## src/rtl/pit_defs.svh

```systemverilog
`ifndef PIT_DEFS_SVH
`define PIT_DEFS_SVH

// Word indices; byte address is four times the index
`define IDX_CONTROL        4'h0
`define IDX_CHANNEL_FORCE  4'h1
`define IDX_CHANNEL_ENABLE 4'h2
`define IDX_TIME_BASE_SEL  4'h3
`define IDX_IRQ_ENABLE     4'h4
`define IDX_TIMEOUT_FLAG   4'h5
`define IDX_MICRO_RELOAD0  4'h6
`define IDX_MICRO_RELOAD1  4'h7
`define IDX_CH_RELOAD0     4'h8
`define IDX_CH_COUNT0      4'h9

// Channel registers live at index 8 and up: bit 3 set, [2:1] channel, [0] count
`define IDX_CHAN_AREA_BIT  3
`define IDX_CHAN_MSB       2
`define IDX_CHAN_LSB       1
`define IDX_COUNT_BIT      0

// Address decode
`define ADDR_IDX_MSB       5
`define ADDR_IDX_LSB       2
`define ADDR_WIN_MSB       9
`define ADDR_WIN_LSB       6
`define ADDR_WIN_ZERO      4'h0
`define HTRANS_ACTIVE_BIT  1
`define HRESP_OKAY         1'b0

// Field positions
`define BIT_MODULE_ENABLE  7
`define MICRO_FORCE_MSB    1
`define MICRO_FORCE_LSB    0
`define COMB_FORCE_MSB     11
`define COMB_FORCE_LSB     8
`define CH_FIELD_MSB       3
`define CH_FIELD_LSB       0
`define BYTE_MSB           7
`define HALF_MSB           15

// Reset and constant values
`define RESET_BIT          1'b0
`define RESET_NIBBLE       4'h0
`define RESET_PAIR         2'h0
`define RESET_BYTE         8'h00
`define RESET_HALF         16'h0000
`define RESET_INDEX        4'h0
`define RESET_WORD         32'h0000_0000
`define ZERO_BYTE          8'h00
`define ZERO_HALF          16'h0000
`define ONE_BYTE           8'h01
`define ONE_HALF           16'h0001

`define NUM_CH             4
`define NUM_MICRO          2

`endif

```

## src/rtl/timer_pkg.sv

```systemverilog
package timer_pkg;

  typedef struct packed {
    logic              module_enable;
    logic [3:0]        channel_enable;
    logic [3:0]        time_base_select;
    logic [3:0]        irq_enable;
    logic [3:0]        timeout_flag;
    logic [3:0]        trigger;
    logic [1:0][7:0]   micro_reload;
    logic [1:0][7:0]   micro_count;
    logic [1:0]        micro_run;
    logic [3:0][15:0]  channel_reload;
    logic [3:0][15:0]  channel_count;
    logic [3:0]        channel_run;
    logic              dp_sel;
    logic              dp_write;
    logic              dp_wait;
    logic [3:0]        dp_index;
    logic [31:0]       rdata;
  } state_type;

endpackage

```

## src/rtl/periodic_interrupt_timer.sv

```systemverilog
// Decided for this implementation: the AHB-Lite interface to the registers.
`timescale 1ns/1ps
`include "pit_defs.svh"

// What this block does
// Each micro timer keeps an 8-bit reload value; writing it never restarts counting.
// Each channel keeps a 16-bit reload; writing it only takes effect at next time-out.
// Software writes each channel reload as one whole access.
// Count register reads return the live channel counter; writes do nothing.
// A count read returns all sixteen bits coherently from one cycle.
// Two 8-bit micro counters and four 16-bit channel counters form 24-bit timers.
// Select bit clear ties a channel to micro base 0, set to base 1.
// A channel runs only while module enable and its channel enable are set.
// When an enabled channel selects a micro base, it loads and starts counting.
// At micro zero, reload it and decrement every channel attached to it.
// Channel and its micro counter both at zero reload the channel, set flag.
// Time-out period is (micro reload+1) times (channel reload+1) clocks.
// Micro counter values are never readable.
// Writing one to a micro force bit reloads and restarts that micro counter.
// Writing one to a channel force bit reloads and restarts that channel counter.
// One write can force micro and channel counters in the same cycle.
// Interrupt request follows flag while that channel's interrupt enable is set.
// Writing one clears a time-out flag; writing zero leaves it.
// Four trigger outputs, one per channel.
// Time-out sets the flag and raises the trigger together.
// The trigger stays high at least one clock after a time-out.
// Software programs periods of at least two clocks when using triggers.
// Software avoids spurious requests when dropping enables with requests pending.
// A set and a write-one clear in one cycle leave the flag set.
// Module disable clears all flags; channel disable clears that channel's flag.
// Enabling an interrupt with its flag already set raises the request at once.
// Channel force bits act only while enabled and always read zero.
// After reset counters idle and flags, requests and triggers stay low.
module periodic_interrupt_timer (
  input  wire logic        hclk,
  input  wire logic        hresetn,
  input  wire logic        hsel,
  input  wire logic [31:0] haddr,
  input  wire logic [1:0]  htrans,
  input  wire logic        hwrite,
  input  wire logic [2:0]  hsize,
  input  wire logic [31:0] hwdata,
  input  wire logic        hready,
  output logic             hreadyout,
  output logic      [31:0] hrdata,
  output logic             hresp,
  output logic      [3:0]  timeout_irq,
  output logic      [3:0]  timeout_trigger_out
);

  ////////////////////////////////////////////////////////////////////////////////
  // Helpers

  function automatic logic [1:0] chan_of(input logic [3:0] idx);
    chan_of = idx[`IDX_CHAN_MSB:`IDX_CHAN_LSB];
  endfunction

  // Register read mux; micro counters have no read path at all
  function automatic logic [31:0] read_word(input timer_pkg::state_type s,
                                            input logic [3:0] idx);
    logic [31:0] w;
    w = `RESET_WORD;
    if (idx[`IDX_CHAN_AREA_BIT]) begin
      if (idx[`IDX_COUNT_BIT])
        w[`HALF_MSB:0] = s.channel_count[chan_of(idx)];
      else
        w[`HALF_MSB:0] = s.channel_reload[chan_of(idx)];
    end else begin
      case (idx)
        `IDX_CONTROL:        w[`BIT_MODULE_ENABLE] = s.module_enable;
        `IDX_CHANNEL_ENABLE: w[`CH_FIELD_MSB:`CH_FIELD_LSB] = s.channel_enable;
        `IDX_TIME_BASE_SEL:  w[`CH_FIELD_MSB:`CH_FIELD_LSB] = s.time_base_select;
        `IDX_IRQ_ENABLE:     w[`CH_FIELD_MSB:`CH_FIELD_LSB] = s.irq_enable;
        `IDX_TIMEOUT_FLAG:   w[`CH_FIELD_MSB:`CH_FIELD_LSB] = s.timeout_flag;
        `IDX_MICRO_RELOAD0:  w[`BYTE_MSB:0] = s.micro_reload[0];
        `IDX_MICRO_RELOAD1:  w[`BYTE_MSB:0] = s.micro_reload[1];
        default:             w = `RESET_WORD; // force registers read zero
      endcase
    end
    read_word = w;
  endfunction

  ////////////////////////////////////////////////////////////////////////////////
  // State

  timer_pkg::state_type s_reg;
  timer_pkg::state_type s_next;

  logic [3:0] set_ev;
  logic [3:0] clr_ev;
  logic [3:0] chan_force;
  logic [1:0] micro_force;
  logic [1:0] micro_zero;
  logic [1:0] micro_used;
  logic [3:0] chan_en;
  logic       bus_wr;

  always_comb begin
    s_next      = s_reg;
    s_next.trigger = `RESET_NIBBLE;
    set_ev      = `RESET_NIBBLE;
    clr_ev      = `RESET_NIBBLE;
    chan_force  = `RESET_NIBBLE;
    micro_force = `RESET_PAIR;
    micro_zero  = `RESET_PAIR;
    micro_used  = `RESET_PAIR;
    bus_wr      = s_reg.dp_sel && s_reg.dp_write;
    chan_en     = s_reg.channel_enable & {`NUM_CH{s_reg.module_enable}};

    // Register writes land in the data phase
    if (bus_wr) begin
      if (s_reg.dp_index[`IDX_CHAN_AREA_BIT]) begin
        if (!s_reg.dp_index[`IDX_COUNT_BIT])
          s_next.channel_reload[chan_of(s_reg.dp_index)] = hwdata[`HALF_MSB:0];
      end else begin
        case (s_reg.dp_index)
          `IDX_CONTROL: begin
            s_next.module_enable = hwdata[`BIT_MODULE_ENABLE];
            micro_force = hwdata[`MICRO_FORCE_MSB:`MICRO_FORCE_LSB];
            // Bits 11:8 mirror the channel force register for joint restarts
            chan_force = hwdata[`COMB_FORCE_MSB:`COMB_FORCE_LSB];
          end
          `IDX_CHANNEL_FORCE:  chan_force = hwdata[`CH_FIELD_MSB:`CH_FIELD_LSB];
          `IDX_CHANNEL_ENABLE: s_next.channel_enable = hwdata[`CH_FIELD_MSB:`CH_FIELD_LSB];
          `IDX_TIME_BASE_SEL:  s_next.time_base_select = hwdata[`CH_FIELD_MSB:`CH_FIELD_LSB];
          `IDX_IRQ_ENABLE:     s_next.irq_enable = hwdata[`CH_FIELD_MSB:`CH_FIELD_LSB];
          `IDX_TIMEOUT_FLAG:   clr_ev = hwdata[`CH_FIELD_MSB:`CH_FIELD_LSB];
          `IDX_MICRO_RELOAD0:  s_next.micro_reload[0] = hwdata[`BYTE_MSB:0];
          `IDX_MICRO_RELOAD1:  s_next.micro_reload[1] = hwdata[`BYTE_MSB:0];
          default:             s_next.module_enable = s_reg.module_enable;
        endcase
      end
    end
    chan_force = chan_force & chan_en;

    // Micro time bases
    for (int b = 0; b < `NUM_MICRO; b++) begin
      for (int c = 0; c < `NUM_CH; c++) begin
        if (chan_en[c] && (s_reg.time_base_select[c] == b[0]))
          micro_used[b] = 1'b1;
      end
      if (!micro_used[b]) begin
        s_next.micro_run[b] = 1'b0;
      end else if (!s_reg.micro_run[b] || micro_force[b]) begin
        s_next.micro_count[b] = s_reg.micro_reload[b];
        s_next.micro_run[b]   = 1'b1;
      end else if (s_reg.micro_count[b] == `ZERO_BYTE) begin
        s_next.micro_count[b] = s_reg.micro_reload[b];
        micro_zero[b]         = 1'b1;
      end else begin
        s_next.micro_count[b] = s_reg.micro_count[b] - `ONE_BYTE;
      end
    end

    // Channel counters tick on their selected base
    for (int c = 0; c < `NUM_CH; c++) begin
      if (!chan_en[c]) begin
        s_next.channel_run[c] = 1'b0;
      end else if (!s_reg.channel_run[c] || chan_force[c]) begin
        s_next.channel_count[c] = s_reg.channel_reload[c];
        s_next.channel_run[c]   = 1'b1;
      end else if (micro_zero[s_reg.time_base_select[c]]) begin
        if (s_reg.channel_count[c] == `ZERO_HALF) begin
          s_next.channel_count[c] = s_reg.channel_reload[c];
          set_ev[c] = 1'b1;
        end else begin
          s_next.channel_count[c] = s_reg.channel_count[c] - `ONE_HALF;
        end
      end
    end

    // Set beats clear; disabled channels lose their flag
    s_next.timeout_flag = (s_reg.timeout_flag & ~clr_ev) | set_ev;
    s_next.timeout_flag = s_next.timeout_flag & s_next.channel_enable
                          & {`NUM_CH{s_next.module_enable}};
    // One-cycle pulse; a period of two clocks or more gives a clean rising edge
    // Gated by the flag so a time-out that meets a disable raises neither
    s_next.trigger = set_ev & s_next.timeout_flag;

    // AHB-Lite slave: writes are zero wait, reads take one wait state so
    // a read right behind a write sees the written value
    if (s_reg.dp_sel && !s_reg.dp_write && s_reg.dp_wait) begin
      s_next.rdata   = read_word(s_reg, s_reg.dp_index);
      s_next.dp_wait = 1'b0;
    end else if (hready) begin
      s_next.dp_sel   = hsel && htrans[`HTRANS_ACTIVE_BIT]
                        && (haddr[`ADDR_WIN_MSB:`ADDR_WIN_LSB] == `ADDR_WIN_ZERO);
      s_next.dp_write = hwrite;
      s_next.dp_index = haddr[`ADDR_IDX_MSB:`ADDR_IDX_LSB];
      s_next.dp_wait  = s_next.dp_sel && !hwrite;
      if (hsel && htrans[`HTRANS_ACTIVE_BIT] && !hwrite)
        s_next.rdata = `RESET_WORD; // Outside the window reads zero
    end
  end

  always_ff @(posedge hclk or negedge hresetn) begin
    if (!hresetn) begin
      s_reg.module_enable    <= `RESET_BIT;
      s_reg.channel_enable   <= `RESET_NIBBLE;
      s_reg.time_base_select <= `RESET_NIBBLE;
      s_reg.irq_enable       <= `RESET_NIBBLE;
      s_reg.timeout_flag     <= `RESET_NIBBLE;
      s_reg.trigger          <= `RESET_NIBBLE;
      s_reg.micro_reload     <= {`NUM_MICRO{`RESET_BYTE}};
      s_reg.micro_count      <= {`NUM_MICRO{`RESET_BYTE}};
      s_reg.micro_run        <= `RESET_PAIR;
      s_reg.channel_reload   <= {`NUM_CH{`RESET_HALF}};
      s_reg.channel_count    <= {`NUM_CH{`RESET_HALF}};
      s_reg.channel_run      <= `RESET_NIBBLE;
      s_reg.dp_sel           <= `RESET_BIT;
      s_reg.dp_write         <= `RESET_BIT;
      s_reg.dp_wait          <= `RESET_BIT;
      s_reg.dp_index         <= `RESET_INDEX;
      s_reg.rdata            <= `RESET_WORD;
    end else begin
      s_reg <= s_next;
    end
  end

  assign hreadyout           = !(s_reg.dp_sel && !s_reg.dp_write && s_reg.dp_wait);
  assign hrdata              = s_reg.rdata;
  assign hresp               = `HRESP_OKAY;
  // Dropping an enable with a request pending withdraws it at once
  assign timeout_irq         = s_reg.timeout_flag & s_reg.irq_enable;
  assign timeout_trigger_out = s_reg.trigger;
endmodule

```

## config.mk

```make
export PLATFORM = sky130hd
export DESIGN_NAME = periodic_interrupt_timer
export DESIGN_NICKNAME = d
export VERILOG_FILES = /design/src/rtl/timer_pkg.sv /design/src/rtl/periodic_interrupt_timer.sv
export VERILOG_INCLUDE_DIRS = /design/src /design/src/rtl
export SDC_FILE = /design/constraint.sdc
export NUM_CORES = 1
export LEC_CHECK = 0
export BUFFER_PORTS_ARGS = -buffer_cell sky130_fd_sc_hd__buf_2
export CORE_MARGIN = 2
export CORE_UTILIZATION = 40
export DETAILED_ROUTE_END_ITERATION = 7
export SYNTH_ARGS = -nofsm -noshare
export SYNTH_HDL_FRONTEND = slang
export SYNTH_SLANG_ARGS = --single-unit
```

## constraint.sdc

```tcl
create_clock -name hclk -period 6.8 [get_ports hclk]
set_input_delay 0.68 -clock hclk [delete_from_list [all_inputs] [get_ports hclk]]
set_output_delay 0.68 -clock hclk [all_outputs]
set_load 0.01 [all_outputs]
```

==> results of run 1 <==
## report_power, final
group,leakage (nW),internal (W),total [W],switching [W]
logic,2.66,0.000275,0.000687,0.000413
clock network,0.405,0.000813,0.00136,0.000544
registers,2.82,0.00136,0.00156,0.000201
total,5.88,0.00245,0.00361,0.00116
## cell type report
type / count / area, sq um / area share
clock inverter: 9 / 104 / 0.00777
clock buffer: 35 / 723 / 0.0541
inverter: 38 / 143 / 0.0107
timing repair buffer: 70 / 400 / 0.0300
multi-input combinational: 870 / 6240 / 0.467
sequential: 210 / 5260 / 0.394
tap: 390 / 488 / 0.0365
antenna: 1 / 2.50 / 0.000187
## cell usage in the layout (no fill, tap or decap), drive strengths merged, types with 8 or more instances in the layout
cell type / instances
mux2i: 34
inv: 38
clkbuf: 35
nor2b: 9
o21ai: 101
a31o: 10
nor4b: 8
nand2b: 22
nor4: 16
or3: 12
nand3: 38
a21oi: 116
nand4: 19
buf: 70
or4: 10
conb: 17
ha: 12
mux2: 97
mux4: 32
o211ai: 10
nor3: 43
dfrtp: 210
nor2: 77
nand2: 81
## critical path, stage by stage (launching register included)
cell,delay [ns]
dfrtp_2,0.39
buf_4,0.30
nand4bb_1,0.67
or4b_1,0.84
and4_4,0.31
o31ai_4,0.83
o21bai_1,0.15
a21boi_1,0.16
## metrics by stage
| step | util | instances | setup slack (ns) | hold slack [ns] |
|---|---|---|---|---|
| 2_1_floorplan | - | 1226 | 4.32 | 0.384 |
| 3_3_place_gp | 0.421 | 1578 | 3.12 | 0.465 |
| 3_5_place_dp | 0.421 | 1578 | 3.10 | 0.472 |
| 4_1_cts | 0.448 | 1622 | 3.08 | 0.221 |
| 5_1_grt | 0.448 | 1622 | 2.80 | 0.245 |
| 6_report | 0.449 | 1623 | 2.99 | 0.188 |
## logic make-up (layout without fill, tap and decap cells)
group	after synthesis	count (layout)
flip-flops	210	210
adder cells (fa/ha/maj)	12	12
buffers and inverters	146	152
AO/OA/AOI/OAI	306	306
multiplexers	163	163
AND/OR/NAND/NOR	372	372
other	1	18
## how the worst max path moves through the flow
stage	start	to	slack (ns)	cells past startpoint
final	s_reg[34]	s_reg[98]	2.99	7
after detailed placement	s_reg[34]	s_reg[98]	3.10	7
after global placement	s_reg[34]	s_reg[98]	3.12	7
after CTS	s_reg[34]	s_reg[98]	3.08	7
after global routing	s_reg[34]	s_reg[99]	2.80	7
after floorplan	s_reg[181]	s_reg[212]	4.32	8
## layer usage
layer | track usage | routed length [um]
met5 | 0 | 0
met3 | 0.0332 | 2240
met1 | 0.318 | 15800
met2 | 0.357 | 16100
met4 | 0.0860 | 1480
==> results.toml, run 1 <==
[status]
outcome = "finished clean"

[logic_synthesis]
synth-seq-cells = 210
synthFlopType = "dfrtp_1"
synthMuxAreaShare = 0.177
synth_top_area_share = 0.432
synth_edf_count = 0
synth_top_cells_by_count = "210 x dfrtp_1, 116 x a21oi_1, 97 x mux2_2"
syn-cell-area_sq_um = 12200
synth_area_leaders = "dfrtp_1 43%, mux2_2 9.0%, mux4_2 5.9%, a21oi_1 4.8%, o21ai_0 3.9%"
synth_compound_area_frac = 0.156
yosys.area_share.simple = 0.160
synthXorXnorAreaFrac = 0
synthAdderAreaFrac = 0.0124
seq_area_frac_synth = 0.432
synth_most_common_cell = "dfrtp_1"
synth_top_family_by_area = "multiplexers"
yosys_warnings = 0
yosysTopAreaCell = "dfrtp_1"
async_reset_ff_frac = 1.00
synth_cells = 1210
syn_area_per_cell_sq_um = 10.0
yosys.cell_types.count = 85

[cells_and_area]
drive_gt1_frac = 0.228
nFillCells = 2866
final_area_sq_um = 13400
largest_register_ffs = 190
final_net_count = 1300
syn2layout_area_growth_pct = 9.94

[placement]
portBuffers = 54
gp_congestion = 0.899
place_area_sq_um = 12500
dpl.hpwl_um = 25000

[sta]
drv_slew = 0
rsz0062_at_grt = "no"
period_minus_slack_ns = 3.81
clock_skew_ns = 0.0107
tightestPinTransition_ns = 1.24
setup_violations = 0
finalHoldViolations = 0
slew_headroom = 0.174
post-route-period-util = 0.560
fmax_ghz = 0.263
tns_ns = 0

[clocking]
ctsHoldBuffers = 0
cts_tree = "done"
clk_path_buf_depth = 3
clkTransAtPathRegs_ns = 0.07
cts_setup_buffers = 0
h-tree-depth = 1
clk_latency_ns = 0.53
cts_made_buffers = 24
postCtsResizedCells = 0
cts_sinks = 210
cts-root-buf = "clkbuf_16"

[run]
cap_viol_max_count = 0

[worst_setup_path]
end_kind = "register"
r2r_start = "s_reg[34]"
critPathRequiredTime_ns = 7.19
cp.arrival_ns = 4.20
r2r-end = "s_reg[98]"
rr_worst_depth = 7
ff2ff_setup_slack_ns = 2.99
cp_max_fo = 47
crit_type = "register to register"
critPathLaunchType = "register"

[route]
drc = 0
first_pass_iters = 5
ant_nets = 0
wl_um = 35600
vias = 9696
post_drt_wl_per_cell_um = 21.9
vias_per_cell = 5.97
drtIter0Drc = 887

[global_route]
grt_max_degree = 100
grt_pass1_vias = 9205
grt_pass1_wl_um = 54800
grt.total_usage = 0.227
antenna_found_initial = 1
grt-ovfl-total = 0

[floorplanning]
die_height_um = 178
core_area_sq_um = 29800
start_util = 0.408
die-width_um = 178
rows = 63
ios = 116
dieArea_sq_um = 31800

[power]
finalPower_w = 0.00361
pwr_density_cell_nw_per_um2 = 270
ir_worst_vdd_v = 0.000171
leakage_nw = 5.88

[min_path]
hp-class = "input pin to asynchronous set/reset pin"
Note: power is estimated with default switching activity, not from simulation.
==> run 2: changes to the inputs <==
--- a/config.mk
+++ b/config.mk
@@ -6,6 +6,7 @@
 export SDC_FILE = /design/constraint.sdc
 export NUM_CORES = 1
 export LEC_CHECK = 0
+export ABC_AREA = 1
 export BUFFER_PORTS_ARGS = -buffer_cell sky130_fd_sc_hd__buf_2
 export CORE_MARGIN = 2
 export CORE_UTILIZATION = 40
==> constraint.sdc (replaced) <==
create_clock -name hclk -period 3.1 [get_ports hclk]
set_input_delay 0.31 -clock hclk [delete_from_list [all_inputs] [get_ports hclk]]
set_output_delay 0.31 -clock hclk [all_outputs]
set_load 0.01 [all_outputs]
==> run 2 against run 1 <==
Net effect: sequential power rose to 2.6 times the previous value; global-route usage grew 3.0 points; final cell count is 44% higher; wire length is 21% higher; final area up 8.2%; synthesized cell count up 55%; critical endpoint is now s_reg[169]; largest cell class unchanged.
==> results.toml, run 2 <==
[status]
outcome = "finished clean"

[logic_synthesis]
synth_top_area_share = 0.406
synth_cells = 1871
async_reset_ff_frac = 1.00
yosys_warnings = 0
synth-seq-cells = 210
synth_edf_count = 0
yosys.cell_types.count = 44
synth_top_cells_by_count = "655 x nand2_1, 210 x dfrtp_1, 205 x nor2_1"
synth_area_leaders = "dfrtp_1 41%, nand2_1 19%, o21ai_0 6.0%, nor2_1 5.9%, inv_1 5.6%"
syn_area_per_cell_sq_um = 6.91
synthFlopType = "dfrtp_1"
yosysTopAreaCell = "dfrtp_1"
synth_most_common_cell = "nand2_1"
syn-cell-area_sq_um = 12900
seq_area_frac_synth = 0.406

[run]
cap_viol_max_count = 0

[clocking]
cts-root-buf = "clkbuf_16"
clk_latency_ns = 0.56
cts_sinks = 210
clkTransAtPathRegs_ns = 0.06
clk_path_buf_depth = 3
cts_made_buffers = 26
h-tree-depth = 1
cts_setup_buffers = 0
cts_tree = "done"

[cells_and_area]
multiInputGateArea_sq_um = 6400
nFillCells = 3259
largest_register_ffs = 190
final_net_count = 2000
antennaDiodeCount = 0
layout_common_cells = "655 x nand2_1, 210 x dfrtp_1, 205 x nor2_1"
drive_gt1_frac = 0.0916
stdcell_count = 2335
final_common_cell = "nand2_1"
syn2layout_area_growth_pct = 11.8
register_area_sq_um = 5260

[route]
drc = 0
dr_wl_met3_um = 3350
post_drt_wl_per_cell_um = 18.4
drtIter0Drc = 1086
wl_met2_um = 18700
wl_um = 42900
vias = 12400
vias_per_cell = 5.31
first_pass_iters = 8
drt-met1-wl_um = 19700
ant_nets = 0
top_layer = "met4"

[placement]
dp.cells = 2282
gp_congestion = 0.938
portBuffers = 54
dpl.hpwl_um = 31800

[floorplanning]
die_height_um = 184
die-width_um = 184
core_area_sq_um = 31700
ios = 116
start_util = 0.408
dieArea_sq_um = 33800
rows = 65

[sta]
fmax_ghz = 0.400
finalHoldViolations = 0
tns_ns = 0
setup_violations = 0
clock_skew_ns = 0.0302
drv_slew = 0
period_minus_slack_ns = 2.50
post-route-period-util = 0.806
slew_headroom = 0.486
tightestPinTransition_ns = 0.770
rsz0062_at_grt = "no"

[power]
ir_worst_vdd_v = 0.000407
leakage_nw = 7.96
finalPower_w = 0.0104
pwr_density_cell_nw_per_um2 = 718

[min_path]
hp-class = "input pin to register"
min_path_cells = 4

[worst_setup_path]
critPathLaunchType = "register"
critPathRequiredTime_ns = 3.51
rr_worst_depth = 6
end_kind = "register"
cp.arrival_ns = 2.91
crit_type = "register to register"
cp_max_fo = 24

[global_route]
antenna_found_initial = 0
grt_pass1_vias = 11500
grt_pass1_wl_um = 66700
grt-ovfl-total = 0
grt_max_degree = 67
grt.total_usage = 0.257
==> run 2: cell count changes after synthesis, moves of 22 or more <==
cell,delta
a21oi_1,-106
inv_1,+155
mux2_2,-97
mux2i_1,-34
mux4_2,-32
nand2_1,+574
nand2b_1,-22
nand3_1,+101
nor2_1,+129
nor3_1,-32
o21ai_0,+60
xor2_1,+34
==> run 2: cell families after synthesis <==
group,after synthesis,synth area share
AOI/OAI and AO/OA,236,0.105
xor gates and xnor gates,38,0.0257
adders and majority gates,12,0.0116
buffers and inverters,298,0.104
DFF,210,0.406
other,1,0.000290
and+or+nand+nor,1076,0.347
==> run 2: worst paths after layout <==
| check | endpoint | from | slack (ns) |
|---|---|---|---|
| min reg2reg | hrdata[13] | hrdata[13] | 0.47 |
| min | s_reg[38] | haddr[8] | 0.04 |
| max | s_reg[169] | s_reg[33] | 0.60 |
| max in group asynchronous | s_reg[137] | hresetn | 1.97 |
| max reg2reg | s_reg[169] | s_reg[33] | 0.60 |
| min in group asynchronous | s_reg[183] | hresetn | 0.28 |
==> run 2: through the flow <==
| stage | setup slack [ns] | utilization | hold WS (ns) | cell area (sq um) |
|---|---|---|---|---|
| floorplan | 1.40 | - | 0.0144 | 13000 |
| global placement | 0.713 | 0.424 | 0.309 | 13500 |
| detailed placement | 0.700 | 0.424 | 0.306 | 13500 |
| CTS | 0.661 | 0.456 | 0.0270 | 14500 |
| global route | 0.412 | 0.456 | 0.0462 | 14500 |
| finish | 0.602 | 0.456 | 0.0357 | 14500 |
==> run 2: report_power, final <==
group	switching, W	leakage [nW]	internal (W)	total, W
clock	0.00126	0.467	0.00204	0.00330
combinational	0.00198	5.20	0.00103	0.00301
sequential	0.000800	2.28	0.00328	0.00408
total	0.00404	7.96	0.00635	0.0104
==> run 2: metal layers <==
layer  track usage  vias up
li1              -     5982
met1         0.377     5859
met2         0.399      498
met3        0.0315       61
met4        0.0723        0
met5             0        -
==> run 2: cell type report <==
cell class	instances	area share
sequential	210	0.363
inverter	205	0.0533
tap	402	0.0348
timing repair buffer	92	0.0410
clock buffer	34	0.0519
multi-input combinational	1379	0.442
clock inverter	13	0.0133
==> run 2: repair_timing <==
action                                 in CTS  in global routing
endpoints found under the hold margin      67                  0
resized for setup                           0                  0
hold buffers                                6                  0
==> run 2: critical path, stage by stage, from the launching register on <==
cell and delay (ns):
dfrtp_1 0.69, nand2_1 0.44, inv_1 0.46, nand2_1 0.28
buf_4 0.31, nand2_1 0.08, o21ai_0 0.08
==> run 3: changes to the inputs <==
==> constraint.sdc (replaced) <==
create_clock -name hclk -period 2.2 [get_ports hclk]
set_input_delay 0.22 -clock hclk [delete_from_list [all_inputs] [get_ports hclk]]
set_output_delay 0.22 -clock hclk [all_outputs]
set_load 0.01 [all_outputs]
==> run 3 against run 2 <==
Net effect: final cell count up 2.1%; total power rose by 38%; die area unchanged; final area grew 2.6%; clock power increased by 24%; worst hold slack got worse by 0.014 ns; wire length is 0.49% lower; sequential power up 38%; critical endpoint is now hrdata[0].
==> results.toml, run 3 (same netlist as run 2, synthesis figures left out) <==
[status]
outcome = "finished clean"

[cells_and_area]
drive_gt1_frac = 0.111
final_net_count = 2048
final_area_sq_um = 14800
largest_register_ffs = 190
layout_common_cells = "655 x nand2_1, 210 x dfrtp_1, 203 x nor2_1"
final_common_cell = "nand2_1"
syn2layout_area_growth_pct = 14.7
antennaDiodeCount = 0

[global_route]
grt_pass1_wl_um = 66500
grt_max_degree = 68
grt_pass1_vias = 11600
grt-ovfl-total = 0
grt.total_usage = 0.256
antenna_found_initial = 1

[floorplanning]
dieArea_sq_um = 33800
die_height_um = 184
rows = 65
ios = 116
start_util = 0.408
die-width_um = 184
core_area_sq_um = 31700

[power]
finalPower_w = 0.0143
pwr_density_cell_nw_per_um2 = 966
ir_worst_vdd_v = 0.000616
leakage_nw = 8.17

[route]
vias = 12400
drt-met1-wl_um = 19800
post_drt_wl_per_cell_um = 17.9
drtIter0Drc = 1153
ant_nets = 0
vias_per_cell = 5.21
drc = 0
top_layer = "met5"
wl_met2_um = 18400
wl_um = 42700
dr_wl_met3_um = 3160
first_pass_iters = 6

[clocking]
cts_tree = "done"
clk_latency_ns = 0.55
cts_sinks = 210
h-tree-depth = 1
clk_path_buf_depth = 3
clkTransAtPathRegs_ns = 0.06
cts_made_buffers = 25
cts-root-buf = "clkbuf_16"

[worst_setup_path]
critPathRequiredTime_ns = 2.62
cp_max_fo = 9
r2r-end = "hrdata[0]"
critPathLaunch = "s_reg[33]"
rr_worst_depth = 8
r2r_start = "s_reg[33]"
ff2ff_setup_slack_ns = 0.13
end_kind = "register"
crit_end = "hrdata[0]"
critPathLaunchType = "register"
crit_type = "register to register"
cp.arrival_ns = 2.49

[sta]
tns_ns = 0
fmax_ghz = 0.483
whs_ns = 0.0217
tightestPinTransition_ns = 0.620
slew_headroom = 0.586
fin_ws_ns = 0.130
post-route-period-util = 0.941
period_minus_slack_ns = 2.07
finalHoldViolations = 0
drv_slew = 0
setup_violations = 0
rsz0062_at_grt = "no"
clock_skew_ns = 0.0301

[placement]
gp_congestion = 0.955
portBuffers = 54
dpl.hpwl_um = 32500
place_ws_ns = 0.126
place_area_sq_um = 13900

[min_path]
hp-class = "input pin to register"
min_path_cells = 4

[run]
cap_viol_max_count = 0
-- run 3: cell types whose count changed in the layout (fill, tap and decap cells not counted), moves of 2 or more --
cell / delta
clkbuf_1: +5
nor2_1: -2
nand2_4: +3
buf_4: +37
nor2_4: +3
buf_12: +8
dlygate4sd3_1: +4
clkbuf_8: -2
nand2_2: -3
bufinv_16: -3
-- run 3: metrics by stage --
step | utilization | cells
floorplan | - | 1887
global placement | 0.438 | 2327
detailed placement | 0.438 | 2327
CTS | 0.466 | 2383
global route | 0.468 | 2383
finish | 0.468 | 2383
-- run 3: worst min path at each step --
stage,slack [ns],end,start
after global placement,0.22,s_reg[183],hresetn
after detailed placement,0.22,s_reg[183],hresetn
after global routing,0.03,s_reg[36],hready
final,0.02,s_reg[36],hready
after floorplan,-0.08,hrdata[0],hresetn
after CTS,0.01,s_reg[36],hready
-- run 3: repair_timing --
item                       CTS  global route
setup buffers                0             0
gates resized for setup      0             9
setup endpoints to repair    0            54
hold buffers                10             0
hold endpoints to repair    67             0
-- run 3: cell type report --
cell class / instances / area [sq um]
fillers: 3252 / 16900
flip-flops and latches: 210 / 5260
clock inverters: 10 / 78.8
multi-input cells: 1379 / 6440
well taps: 402 / 503
repair buffers: 141 / 1070
clock buffers: 36 / 717
inverters: 205 / 771
-- run 3: critical path, stage by stage, from the launching register on --
cell and delay, ns:
dfrtp_1 0.49, inv_2 0.22, nand2_1 0.27, buf_4 0.23
o21a_1 0.16, nand2_1 0.05, o21ai_0 0.12, o21ai_0 0.30
nand2_1 0.08
-- run 3: per-layer routing --
metal	global-route usage	vias to the layer above
met4	0.0717	2
met2	0.396	418
met5	0	-
met1	0.374	5848
li1	-	6075
met3	0.0370	73
-- run 3: power by group --
part           internal, W  switching, W  total [W]
registers          0.00463      0.000984    0.00561
logic              0.00168       0.00296    0.00464
clock network      0.00237       0.00171    0.00408
total              0.00868       0.00565     0.0143
